<file path="src/hw/adgt_pkg.sv">
// Shared constants for the converter configuration block and its controller
package adgt_pkg;

  // ==========================================================
  // Register offsets on the configuration link
  localparam logic [7:0] ADDR_PORT_CONFIG = 8'h00;
  localparam logic [7:0] ADDR_DIV_ADVANCE = 8'h71;
  localparam logic [7:0] ADDR_DIV_SELECT = 8'h72;
  localparam logic [7:0] ADDR_FORMAT_SELECT = 8'h73;
  localparam logic [7:0] ADDR_TIMING_SELECT = 8'h74;
  localparam logic [7:0] ADDR_CONFIG_STATE = 8'h75;
  localparam logic [7:0] ADDR_TEST_CONTROL = 8'hc0;
  localparam logic [7:0] ADDR_WORD1_LOW = 8'hc2;
  localparam logic [7:0] ADDR_WORD1_HIGH = 8'hc3;
  localparam logic [7:0] ADDR_WORD2_LOW = 8'hc4;
  localparam logic [7:0] ADDR_WORD2_HIGH = 8'hc5;

  // ==========================================================
  // Field positions
  localparam int SOFT_RESET_BIT = 5;
  localparam int ADVANCE_BIT = 0;
  localparam int DDR_BIT = 4;
  localparam int DLL_BIT = 6;
  localparam int DRIVE_LSB = 5;
  localparam int TEST_MODE_LSB = 6;
  localparam logic [7:0] TIMING_MASK = 8'h50;

  // ==========================================================
  // Select encodings (pin, then one-hot choices)
  localparam logic [2:0] SEL_PIN = 3'h0;
  localparam logic [2:0] DIV_BY1 = 3'h1;
  localparam logic [2:0] DIV_BY2 = 3'h2;
  localparam logic [2:0] DIV_BY4 = 3'h4;
  localparam logic [2:0] DRV_DIFF_2MA = 3'h1;
  localparam logic [2:0] DRV_DIFF_3MA = 3'h2;
  localparam logic [2:0] DRV_CMOS = 3'h4;
  localparam logic [2:0] COD_TWOS = 3'h1;
  localparam logic [2:0] COD_GRAY = 3'h2;
  localparam logic [2:0] COD_OFFSET = 3'h4;

  // Settings used when the select pins are absent
  localparam logic [2:0] PIN_DIV_DEFAULT = DIV_BY1;
  localparam logic [2:0] PIN_DRV_DEFAULT = DRV_DIFF_3MA;
  localparam logic [2:0] PIN_COD_DEFAULT = COD_TWOS;

  // ==========================================================
  // Reset values
  localparam logic [7:0] TIMING_RESET = 8'h10;
  localparam logic [7:0] BYTE_RESET = 8'h00;

  // ==========================================================
  // Test patterns
  localparam logic [1:0] TMODE_STATIC = 2'h0;
  localparam logic [1:0] TMODE_ALTERNATE = 2'h1;
  localparam logic [3:0] TPAT_OFF = 4'h0;
  localparam logic [3:0] TPAT_MID = 4'h1;
  localparam logic [3:0] TPAT_POS = 4'h2;
  localparam logic [3:0] TPAT_NEG = 4'h3;
  localparam logic [3:0] TPAT_CHECKER = 4'h4;
  localparam logic [3:0] TPAT_ONEZERO = 4'h7;
  localparam logic [3:0] TPAT_CUSTOM = 4'h8;
  localparam logic [15:0] WORD_MID = 16'h8000;
  localparam logic [15:0] WORD_ONES = 16'hffff;
  localparam logic [15:0] WORD_ZEROS = 16'h0000;
  localparam logic [15:0] WORD_CHECK_A = 16'haaaa;
  localparam logic [15:0] WORD_CHECK_B = 16'h5555;
  localparam int TEST_SETTLE_STAGES = 3;

  // ==========================================================
  // Converter data and DLL ranges
  localparam int DATA_BITS = 10;
  localparam int WORD_BITS = 16;
  localparam logic [9:0] DLL_SLOW_MIN_MSPS = 10'd40;
  localparam logic [9:0] DLL_FAST_MIN_MSPS = 10'd80;

  // ==========================================================
  // Controller register indices (word address on the Avalon port)
  localparam logic [2:0] CTL_LINK_ADDR = 3'h0;
  localparam logic [2:0] CTL_LINK_WDATA = 3'h1;
  localparam logic [2:0] CTL_COMMAND = 3'h2;
  localparam logic [2:0] CTL_STATUS = 3'h3;
  localparam logic [2:0] CTL_RATE = 3'h4;
  localparam logic [2:0] CTL_TIMING = 3'h5;

  // Controller commands
  localparam logic [2:0] OP_WRITE = 3'h1;
  localparam logic [2:0] OP_READ = 3'h2;
  localparam logic [2:0] OP_ADVANCE = 3'h3;
  localparam logic [2:0] OP_TIMING = 3'h4;

endpackage

</file>
<file path="src/hw/adgt_link_if.sv">
// Register link between the controller and the configuration block
`timescale 1ns/1ps
interface adgt_link_if;
  logic req;
  logic we;
  logic [7:0] addr;
  logic [7:0] wdata;
  logic [7:0] rdata;
  logic ack;

  modport dev (input req, input we, input addr, input wdata, output rdata, output ack);
  modport host (output req, output we, output addr, output wdata, input rdata, input ack);
endinterface

</file>
<file path="src/hw/adgt_device.sv">
// Configuration registers, divided clock and test pattern output of the converter
`timescale 1ns/1ps
module adgt_device
  import adgt_pkg::*;
(
  input wire logic CLOCK,
  input wire logic RESETN,
  adgt_link_if.dev LINK,
  input wire logic [DATA_BITS-1:0] SAMPLE_IN,
  output logic [DATA_BITS-1:0] DATA_OUT,
  output logic DIVIDED_CLOCK,
  output logic [2:0] DRIVER_SELECT,
  output logic [2:0] CODING_SELECT,
  output logic DDR_ENABLE,
  output logic DLL_SLOW,
  output logic TEST_ACTIVE
);

  // ==========================================================
  // Helpers

  // Accepts the all-zero pin code or a single one-hot choice
  function automatic logic sel_valid(input logic [2:0] code);
    sel_valid = (code == SEL_PIN) || (code == DIV_BY1) || (code == DIV_BY2) || (code == DIV_BY4);
  endfunction

  // Resolves a select against its pin default
  function automatic logic [2:0] sel_resolve(input logic [2:0] code, input logic [2:0] pin_value);
    sel_resolve = (code == SEL_PIN) ? pin_value : code;
  endfunction

  // ==========================================================
  // Register state
  logic [7:0] advance_reg;
  logic [2:0] div_sel_reg;
  logic [2:0] drive_sel_reg;
  logic [2:0] coding_sel_reg;
  logic [7:0] timing_raw_reg;
  logic [7:0] timing_eff_reg;
  logic [7:0] test_ctl_reg;
  logic [7:0] word1_low_reg;
  logic [7:0] word1_high_reg;
  logic [7:0] word2_low_reg;
  logic [7:0] word2_high_reg;
  logic [7:0] rdata_reg;
  logic ack_reg;
  logic advance_pulse_reg;

  logic access;
  logic wr;
  logic soft_reset;
  logic [7:0] read_mux;

  // One access per request, answered the next cycle
  assign access = LINK.req && !ack_reg;
  assign wr = access && LINK.we;
  assign soft_reset = wr && (LINK.addr == ADDR_PORT_CONFIG) && LINK.wdata[SOFT_RESET_BIT];

  // ==========================================================
  // Link answer
  always_ff @(posedge CLOCK or negedge RESETN)
  begin
    if (!RESETN)
    begin
      ack_reg <= 1'b0;
      rdata_reg <= BYTE_RESET;
    end
    else
    begin
      ack_reg <= access;
      if (access && !LINK.we)
        rdata_reg <= read_mux;
    end
  end

  assign LINK.ack = ack_reg;
  assign LINK.rdata = rdata_reg;

  // Read decode, unmapped offsets read zero
  always_comb
  begin
    case (LINK.addr)
      ADDR_DIV_ADVANCE: read_mux = advance_reg;
      ADDR_DIV_SELECT: read_mux = {5'h00, div_sel_reg};
      ADDR_FORMAT_SELECT: read_mux = {drive_sel_reg, 2'h0, coding_sel_reg};
      ADDR_TIMING_SELECT: read_mux = timing_raw_reg;
      ADDR_CONFIG_STATE: read_mux = timing_raw_reg ^ timing_eff_reg;
      ADDR_TEST_CONTROL: read_mux = test_ctl_reg;
      ADDR_WORD1_LOW: read_mux = word1_low_reg;
      ADDR_WORD1_HIGH: read_mux = word1_high_reg;
      ADDR_WORD2_LOW: read_mux = word2_low_reg;
      ADDR_WORD2_HIGH: read_mux = word2_high_reg;
      default: read_mux = BYTE_RESET;
    endcase
  end

  // ==========================================================
  // Retained selects, untouched by soft reset
  always_ff @(posedge CLOCK or negedge RESETN)
  begin
    if (!RESETN)
    begin
      div_sel_reg <= SEL_PIN;
      drive_sel_reg <= SEL_PIN;
      coding_sel_reg <= SEL_PIN;
    end
    else if (wr)
    begin
      if (LINK.addr == ADDR_DIV_SELECT && sel_valid(LINK.wdata[2:0]))
        div_sel_reg <= LINK.wdata[2:0];
      if (LINK.addr == ADDR_FORMAT_SELECT && sel_valid(LINK.wdata[DRIVE_LSB +: 3]))
        drive_sel_reg <= LINK.wdata[DRIVE_LSB +: 3];
      if (LINK.addr == ADDR_FORMAT_SELECT && sel_valid(LINK.wdata[2:0]))
        coding_sel_reg <= LINK.wdata[2:0];
    end
  end

  // ==========================================================
  // Soft-resettable registers
  always_ff @(posedge CLOCK or negedge RESETN)
  begin
    if (!RESETN)
    begin
      advance_reg <= BYTE_RESET;
      advance_pulse_reg <= 1'b0;
      test_ctl_reg <= BYTE_RESET;
      word1_low_reg <= BYTE_RESET;
      word1_high_reg <= BYTE_RESET;
      word2_low_reg <= BYTE_RESET;
      word2_high_reg <= BYTE_RESET;
    end
    else if (soft_reset)
    begin
      advance_reg <= BYTE_RESET;
      advance_pulse_reg <= 1'b0;
      test_ctl_reg <= BYTE_RESET;
      word1_low_reg <= BYTE_RESET;
      word1_high_reg <= BYTE_RESET;
      word2_low_reg <= BYTE_RESET;
      word2_high_reg <= BYTE_RESET;
    end
    else
    begin
      // Rising write of the advance bit fires one command
      advance_pulse_reg <= wr && LINK.addr == ADDR_DIV_ADVANCE && LINK.wdata[ADVANCE_BIT]
        && !advance_reg[ADVANCE_BIT];
      if (wr)
      begin
        case (LINK.addr)
          ADDR_DIV_ADVANCE: advance_reg <= LINK.wdata;
          ADDR_TEST_CONTROL: test_ctl_reg <= LINK.wdata;
          ADDR_WORD1_LOW: word1_low_reg <= LINK.wdata;
          ADDR_WORD1_HIGH: word1_high_reg <= LINK.wdata;
          ADDR_WORD2_LOW: word2_low_reg <= LINK.wdata;
          ADDR_WORD2_HIGH: word2_high_reg <= LINK.wdata;
          default: advance_reg <= advance_reg;
        endcase
      end
    end
  end

  // ==========================================================
  // Timing fields: a write toggles the live value by the written bits under TIMING_MASK
  always_ff @(posedge CLOCK or negedge RESETN)
  begin
    if (!RESETN)
    begin
      timing_raw_reg <= BYTE_RESET;
      timing_eff_reg <= TIMING_RESET;
    end
    else if (soft_reset)
    begin
      timing_raw_reg <= BYTE_RESET;
      timing_eff_reg <= TIMING_RESET;
    end
    else if (wr && LINK.addr == ADDR_TIMING_SELECT)
    begin
      timing_raw_reg <= LINK.wdata;
      timing_eff_reg <= timing_eff_reg ^ (LINK.wdata & TIMING_MASK);
    end
  end

  // ==========================================================
  // Divided clock with advance
  logic [2:0] div_eff;
  logic [1:0] div_cnt_reg;
  logic [1:0] div_cnt_next;

  assign div_eff = sel_resolve(div_sel_reg, PIN_DIV_DEFAULT);
  // Skipping one count brings the next rising edge one cycle earlier
  assign div_cnt_next = div_cnt_reg + ((advance_pulse_reg && div_eff == DIV_BY4) ? 2'h2 : 2'h1);

  always_ff @(posedge CLOCK or negedge RESETN)
  begin
    if (!RESETN)
    begin
      div_cnt_reg <= 2'h0;
      DIVIDED_CLOCK <= 1'b1;
    end
    else
    begin
      div_cnt_reg <= div_cnt_next;
      case (div_eff)
        DIV_BY4: DIVIDED_CLOCK <= !div_cnt_next[1];
        DIV_BY2: DIVIDED_CLOCK <= !div_cnt_next[0];
        default: DIVIDED_CLOCK <= 1'b1;
      endcase
    end
  end

  // ==========================================================
  // Test pattern words
  logic [WORD_BITS-1:0] word_one;
  logic [WORD_BITS-1:0] word_two;
  logic pattern_on;

  always_comb
  begin
    word_two = WORD_ZEROS;
    pattern_on = 1'b1;
    case (test_ctl_reg[3:0])
      TPAT_MID: word_one = WORD_MID;
      TPAT_POS: word_one = WORD_ONES;
      TPAT_NEG: word_one = WORD_ZEROS;
      TPAT_CHECKER:
      begin
        word_one = WORD_CHECK_A;
        word_two = WORD_CHECK_B;
      end
      TPAT_ONEZERO: word_one = WORD_ONES;
      TPAT_CUSTOM:
      begin
        word_one = {word1_high_reg, word1_low_reg};
        word_two = {word2_high_reg, word2_low_reg};
      end
      default:
      begin
        word_one = WORD_ZEROS;
        pattern_on = 1'b0;
      end
    endcase
  end

  // Test enable settles through a short pipeline before use
  logic [TEST_SETTLE_STAGES-1:0] test_pipe_reg;
  logic phase_reg;
  logic alternate;

  assign alternate = test_ctl_reg[TEST_MODE_LSB +: 2] == TMODE_ALTERNATE;

  always_ff @(posedge CLOCK or negedge RESETN)
  begin
    if (!RESETN)
    begin
      test_pipe_reg <= '0;
      phase_reg <= 1'b0;
    end
    else
    begin
      test_pipe_reg <= {test_pipe_reg[TEST_SETTLE_STAGES-2:0], pattern_on};
      phase_reg <= !phase_reg;
    end
  end

  // ==========================================================
  // Output data and mode pins
  logic [2:0] coding_eff;
  logic [DATA_BITS-1:0] coded;

  assign coding_eff = sel_resolve(coding_sel_reg, PIN_COD_DEFAULT);

  // Sample arrives in offset binary
  always_comb
  begin
    case (coding_eff)
      COD_TWOS: coded = {!SAMPLE_IN[DATA_BITS-1], SAMPLE_IN[DATA_BITS-2:0]};
      COD_GRAY: coded = SAMPLE_IN ^ (SAMPLE_IN >> 1);
      default: coded = SAMPLE_IN;
    endcase
  end

  always_ff @(posedge CLOCK or negedge RESETN)
  begin
    if (!RESETN)
    begin
      DATA_OUT <= '0;
      TEST_ACTIVE <= 1'b0;
      DRIVER_SELECT <= PIN_DRV_DEFAULT;
      CODING_SELECT <= PIN_COD_DEFAULT;
      DDR_ENABLE <= 1'b1;
      DLL_SLOW <= 1'b0;
    end
    else
    begin
      TEST_ACTIVE <= test_pipe_reg[TEST_SETTLE_STAGES-1];
      if (test_pipe_reg[TEST_SETTLE_STAGES-1])
        DATA_OUT <= (alternate && phase_reg) ? word_two[WORD_BITS-1 -: DATA_BITS]
          : word_one[WORD_BITS-1 -: DATA_BITS];
      else
        DATA_OUT <= coded;
      DRIVER_SELECT <= sel_resolve(drive_sel_reg, PIN_DRV_DEFAULT);
      CODING_SELECT <= coding_eff;
      DDR_ENABLE <= timing_eff_reg[DDR_BIT];
      DLL_SLOW <= timing_eff_reg[DLL_BIT];
    end
  end

endmodule // adgt_device

</file>
<file path="src/flat_wrapper.sv">
// flat-port wrapper written by rule: the top's interface ports become plain ports
module adgt_device_flat import adgt_pkg::*;
  (CLOCK, RESETN, SAMPLE_IN, DATA_OUT, DIVIDED_CLOCK, DRIVER_SELECT, CODING_SELECT, DDR_ENABLE, DLL_SLOW, TEST_ACTIVE, LINK_req, LINK_we, LINK_addr, LINK_wdata, LINK_rdata, LINK_ack);
  adgt_link_if LINK_i ();
  input wire logic CLOCK;
  input wire logic RESETN;
  input wire logic [DATA_BITS-1:0] SAMPLE_IN;
  output logic [DATA_BITS-1:0] DATA_OUT;
  output logic DIVIDED_CLOCK;
  output logic [2:0] DRIVER_SELECT;
  output logic [2:0] CODING_SELECT;
  output logic DDR_ENABLE;
  output logic DLL_SLOW;
  output logic TEST_ACTIVE;
  input wire logic [$bits(LINK_i.req)-1:0] LINK_req;
  input wire logic [$bits(LINK_i.we)-1:0] LINK_we;
  input wire logic [$bits(LINK_i.addr)-1:0] LINK_addr;
  input wire logic [$bits(LINK_i.wdata)-1:0] LINK_wdata;
  output wire logic [$bits(LINK_i.rdata)-1:0] LINK_rdata;
  output wire logic [$bits(LINK_i.ack)-1:0] LINK_ack;
  assign LINK_i.req = LINK_req;
  assign LINK_i.we = LINK_we;
  assign LINK_i.addr = LINK_addr;
  assign LINK_i.wdata = LINK_wdata;
  assign LINK_rdata = LINK_i.rdata;
  assign LINK_ack = LINK_i.ack;
  adgt_device u_core (.CLOCK(CLOCK), .RESETN(RESETN), .LINK(LINK_i), .SAMPLE_IN(SAMPLE_IN), .DATA_OUT(DATA_OUT), .DIVIDED_CLOCK(DIVIDED_CLOCK), .DRIVER_SELECT(DRIVER_SELECT), .CODING_SELECT(CODING_SELECT), .DDR_ENABLE(DDR_ENABLE), .DLL_SLOW(DLL_SLOW), .TEST_ACTIVE(TEST_ACTIVE));
endmodule
</file>
<file path="config.mk">
export PLATFORM = sky130hd
export DESIGN_NAME = adgt_device_flat
export DESIGN_NICKNAME = d
export VERILOG_FILES = /design/src/hw/adgt_pkg.sv /design/src/hw/adgt_link_if.sv /design/src/hw/adgt_device.sv /design/src/flat_wrapper.sv
export SDC_FILE = /design/constraint.sdc
export NUM_CORES = 1
export LEC_CHECK = 0
export ABC_AREA = 1
export BUFFER_PORTS_ARGS = -buffer_cell sky130_fd_sc_hd__buf_4
export CORE_MARGIN = 1
export CORE_UTILIZATION = 53
export CTS_BUF_LIST = sky130_fd_sc_hd__clkbuf_16
export DETAILED_ROUTE_END_ITERATION = 6
export PLACE_DENSITY = 0.73
export SLEW_MARGIN = 10
export SYNTH_ARGS = -nofsm -noshare
export SYNTH_HDL_FRONTEND = slang
export SYNTH_SLANG_ARGS = --single-unit
export TNS_END_PERCENT = 5
</file>
<file path="constraint.sdc">
create_clock -name CLOCK -period 1.5 [get_ports CLOCK]
set_input_delay 0.075 -clock CLOCK [delete_from_list [all_inputs] [get_ports CLOCK]]
set_output_delay 0.075 -clock CLOCK [all_outputs]
set_load 0.01 [all_outputs]
</file>
==> results.md <==
- LEAKAGE: 3.40 nW
- Total GRT Usage: about 29%
- Crit-path cells: nor2_4 > nand2_4 > inv_4 > nand4_4 > buf_6 > nand2_2 > buf_4 > o21ai_0
- Mapped Nets: 690
- Fraction of layout cells with a size suffix above 1: 25.6%
- Finished Layout Cells: 894
- Worst-case clock skew: 7.60 ps
- # rows: 35
- Total grt overflow: 0
- Asr flop ratio synth: 100%
- Slew Viols, Final: 0
- # clock sinks: about 100
- PortBufs: 58
- Cell Area, Synth: roughly 0.0052 mm²
- Primary FF master, synth: dfrtp_1
- Buf/Inv on CP: 3
- Crit path arrival time: 1720 ps
- Req. time, crit path: around 1700 ps
- Largest register FFs: 10
- GPL Wtd Cong: approximately 0.88
- Vias per cell: 5.29
- Hold WC Path Type: in -> reg
- Syn Inst Count: 659
- Top Ports: 59
- Crit-path leading delay family: simple AND/OR/NAND/NOR gates
- Post-synthesis sequential area ratio: between 40% and 50%
- Crit share post-route: about 99%
- Register bit total from synthesis: 103
- Most flop-heavy register: u_core.DATA_OUT
- Hold Violations, Final: 0
- CTS tree: done
- RSZ-0062 raised after global routing: yes
- Distinct cells, synth: 37
- Avg Synthesized Cell Area: 7.89 µm²
- Cell count after placement: 867
- Hold slack: 15.0 ps
- # Max-Cap Violations: 0
- Max Freq: approximately 670 MHz
- Core Util, Final: approximately 70%
- EDFF count, synth: 0
- Setup crit start kind: flip-flop
- Synth-to-layout area growth: 26.6%
- DR DRC count: 0
- Final setup viols: 0
- Routed WL: around 14,000 µm
- Pwr Density: 885 mW/mm²
- Setup TNS: 0 ps
- Clock Root Buffer: clkbuf_16
- Core Area: about 0.0094 mm²
- Crit path largest cell delay: 410 ps
- Largest net degree at the start of global routing: just over 50
- Final #Nets: 791
- Final worst-path setup slack: 11.2 ps
- DR WL/cell: 15.5 µm
- Status: finished, final reports clean
- Die Ht: 101 µm
- Critical path class: reg -> reg
- Crit Path Max Fanout: 8
- TritonRoute pass-1 iters: 5
- CP endpoint kind: flip-flop
- First-pass GRT wire length: 22,300 µm
- Initial Util: 55.5%
- Worst slew pin tran: 522 ps
- Latest clock arrival within the worst-skew pair: between 300 and 400 ps
- CP max-delay cell: dfrtp_1
- Ant diodes: 0
- Die area: 0.0102 mm²
- CTS H-Tree Depth: 3
- DR iter-0 viols: 321
- Clk buf depth: 2
- Pre-CTS setup slack: -43.9 ps
- CTS buffer count: 9
- Vias: 4,732
- Slew margin rel.: 64.9%
- Remaining antenna violation count: 0
- Peak supply drop: 0.000471 V
- Final HPWL DP: around 10,000 µm
- Overall die width: about 100 µm
- Reg clk slew, reported paths: around 70 ps
- Ys Warns: 0
- Initial antenna violation count: 0
- Vias in the first global route: 4,376
- Tmin final: 1490 ps
==> cell usage after synthesis (2+ instances only) <==
master    count  area share (%)
o211ai_1      3            0.43
dfstp_2       5             2.5
nand2_4       5             1.1
o21ai_2       7             1.2
nand2_1     213              15
nor2_1       52             3.8
inv_2         5            0.36
xor2_1        2            0.34
inv_1        42             3.0
buf_2         9            0.87
nand4_1       2            0.24
nor3_1        3            0.29
o21ai_0      49             4.7
dfrtp_1      98              47
buf_4         4            0.58
nand3_1      85             8.2
a21oi_1      20             1.9
nor2_2        3            0.36
o21ai_1      15             1.4
nor2_4        3            0.65
buf_6         6             1.3
nand2_2       7            0.84
clkbuf_1      6            0.43
a31oi_1       2            0.24
==> cells by family (layout without fill, tap and decap cells) <==
| group | after synthesis | after routing | share of synthesized area, % |
|---|---|---|---|
| simple gates | 380 | 380 | 32.5 |
| flops | 103 | 103 | 49.7 |
| compound gates | 98 | 98 | 10.3 |
| buf+inv | 74 | 180 | 6.76 |
| xor+xnor | 3 | 3 | 0.505 |
| fa+ha+maj | 1 | 1 | 0.241 |
==> where the power goes <==
| group | switching [W] | leakage (nW) | internal (W) |
|---|---|---|---|
| clock network | 0.00106 | 0.148 | 0.00130 |
| registers | 0.0000461 | 1.38 | 0.00286 |
| logic | 0.000334 | 1.87 | 0.000231 |
==> stage by stage <==
stage	cell area, µm²	power, W
after floorplan	5200	0.00318
after global placement	6040	0.00348
after detailed placement	6040	0.00349
after CTS	6430	0.00584
after global routing	6590	0.00603
final	6590	0.00583
==> layer usage <==
metal	part of all wire [%]	global-route usage [%]	wire length, µm
met1	44	39.2	6060
met3	5.5	4.92	770
met5	0	0	0
met4	2.4	11.5	330
met2	49	47.7	6740
==> worst min-delay path: cells and delay by family <==
family	cells	cell delay (ps)
AO/OA/AOI/OAI	1	100
AND/OR/NAND/NOR	1	70
buffers and inverters	1	80
==> placed cells by master, fill, tap and decap left out, types with 2 or more instances in the layout <==
master / instances
nor2_2: 9
nor2_4: 3
inv_4: 2
nand3_1: 85
nand2_2: 17
clkinv_1: 2
nand2_1: 199
inv_1: 40
dfrtp_1: 97
nand2_4: 8
inv_2: 6
dlygate4sd3_1: 4
a31oi_1: 2
nor3_4: 4
nor2_1: 46
buf_4: 102
buf_6: 4
inv_6: 2
buf_12: 5
nand4_1: 2
dfstp_2: 5
clkinv_2: 2
a21oi_1: 20
o21ai_0: 43
o21ai_1: 20
o21ai_2: 8
o211ai_1: 3
clkbuf_16: 9
==> what timing repair did <==
item | CTS | global route
hold endpoints to repair | 30 | 0
pin swaps | 1 | 7
setup endpoints to repair | 49 | 63
resized for setup | 15 | 34
hold buffers | 4 | 0
buffers inserted | 0 | 7
==> layout make-up <==
| type | count | area, µm² |
|---|---|---|
| fillers | 783 | 2790 |
| well taps | 129 | 161 |
| clock inverters | 7 | 70.1 |
| flip-flops and latches | 103 | 2580 |
| inverters | 49 | 189 |
| multi-input cells | 482 | 2400 |
| repair buffers | 115 | 951 |
| clock buffers | 9 | 225 |
==> path summary, 6_finish.rpt <==
kind                                               from                 endpoint  slack [ps]  cells past startpoint
worst max-delay path                    u_core.LINK.ack   u_core.test_ctl_reg[2]          10                      8
worst min-delay path                       SAMPLE_IN[0]       u_core.DATA_OUT[0]          10                      3
worst max register to register          u_core.LINK.ack   u_core.test_ctl_reg[2]          10                      8
worst min register to register  u_core.test_pipe_reg[0]  u_core.test_pipe_reg[1]         360                      0
max in group asynchronous                        RESETN  u_core.CODING_SELECT[0]         640                      3
min in group asynchronous                        RESETN  u_core.DRIVER_SELECT[0]         210                      2
(Power assumes the default switching activity.)
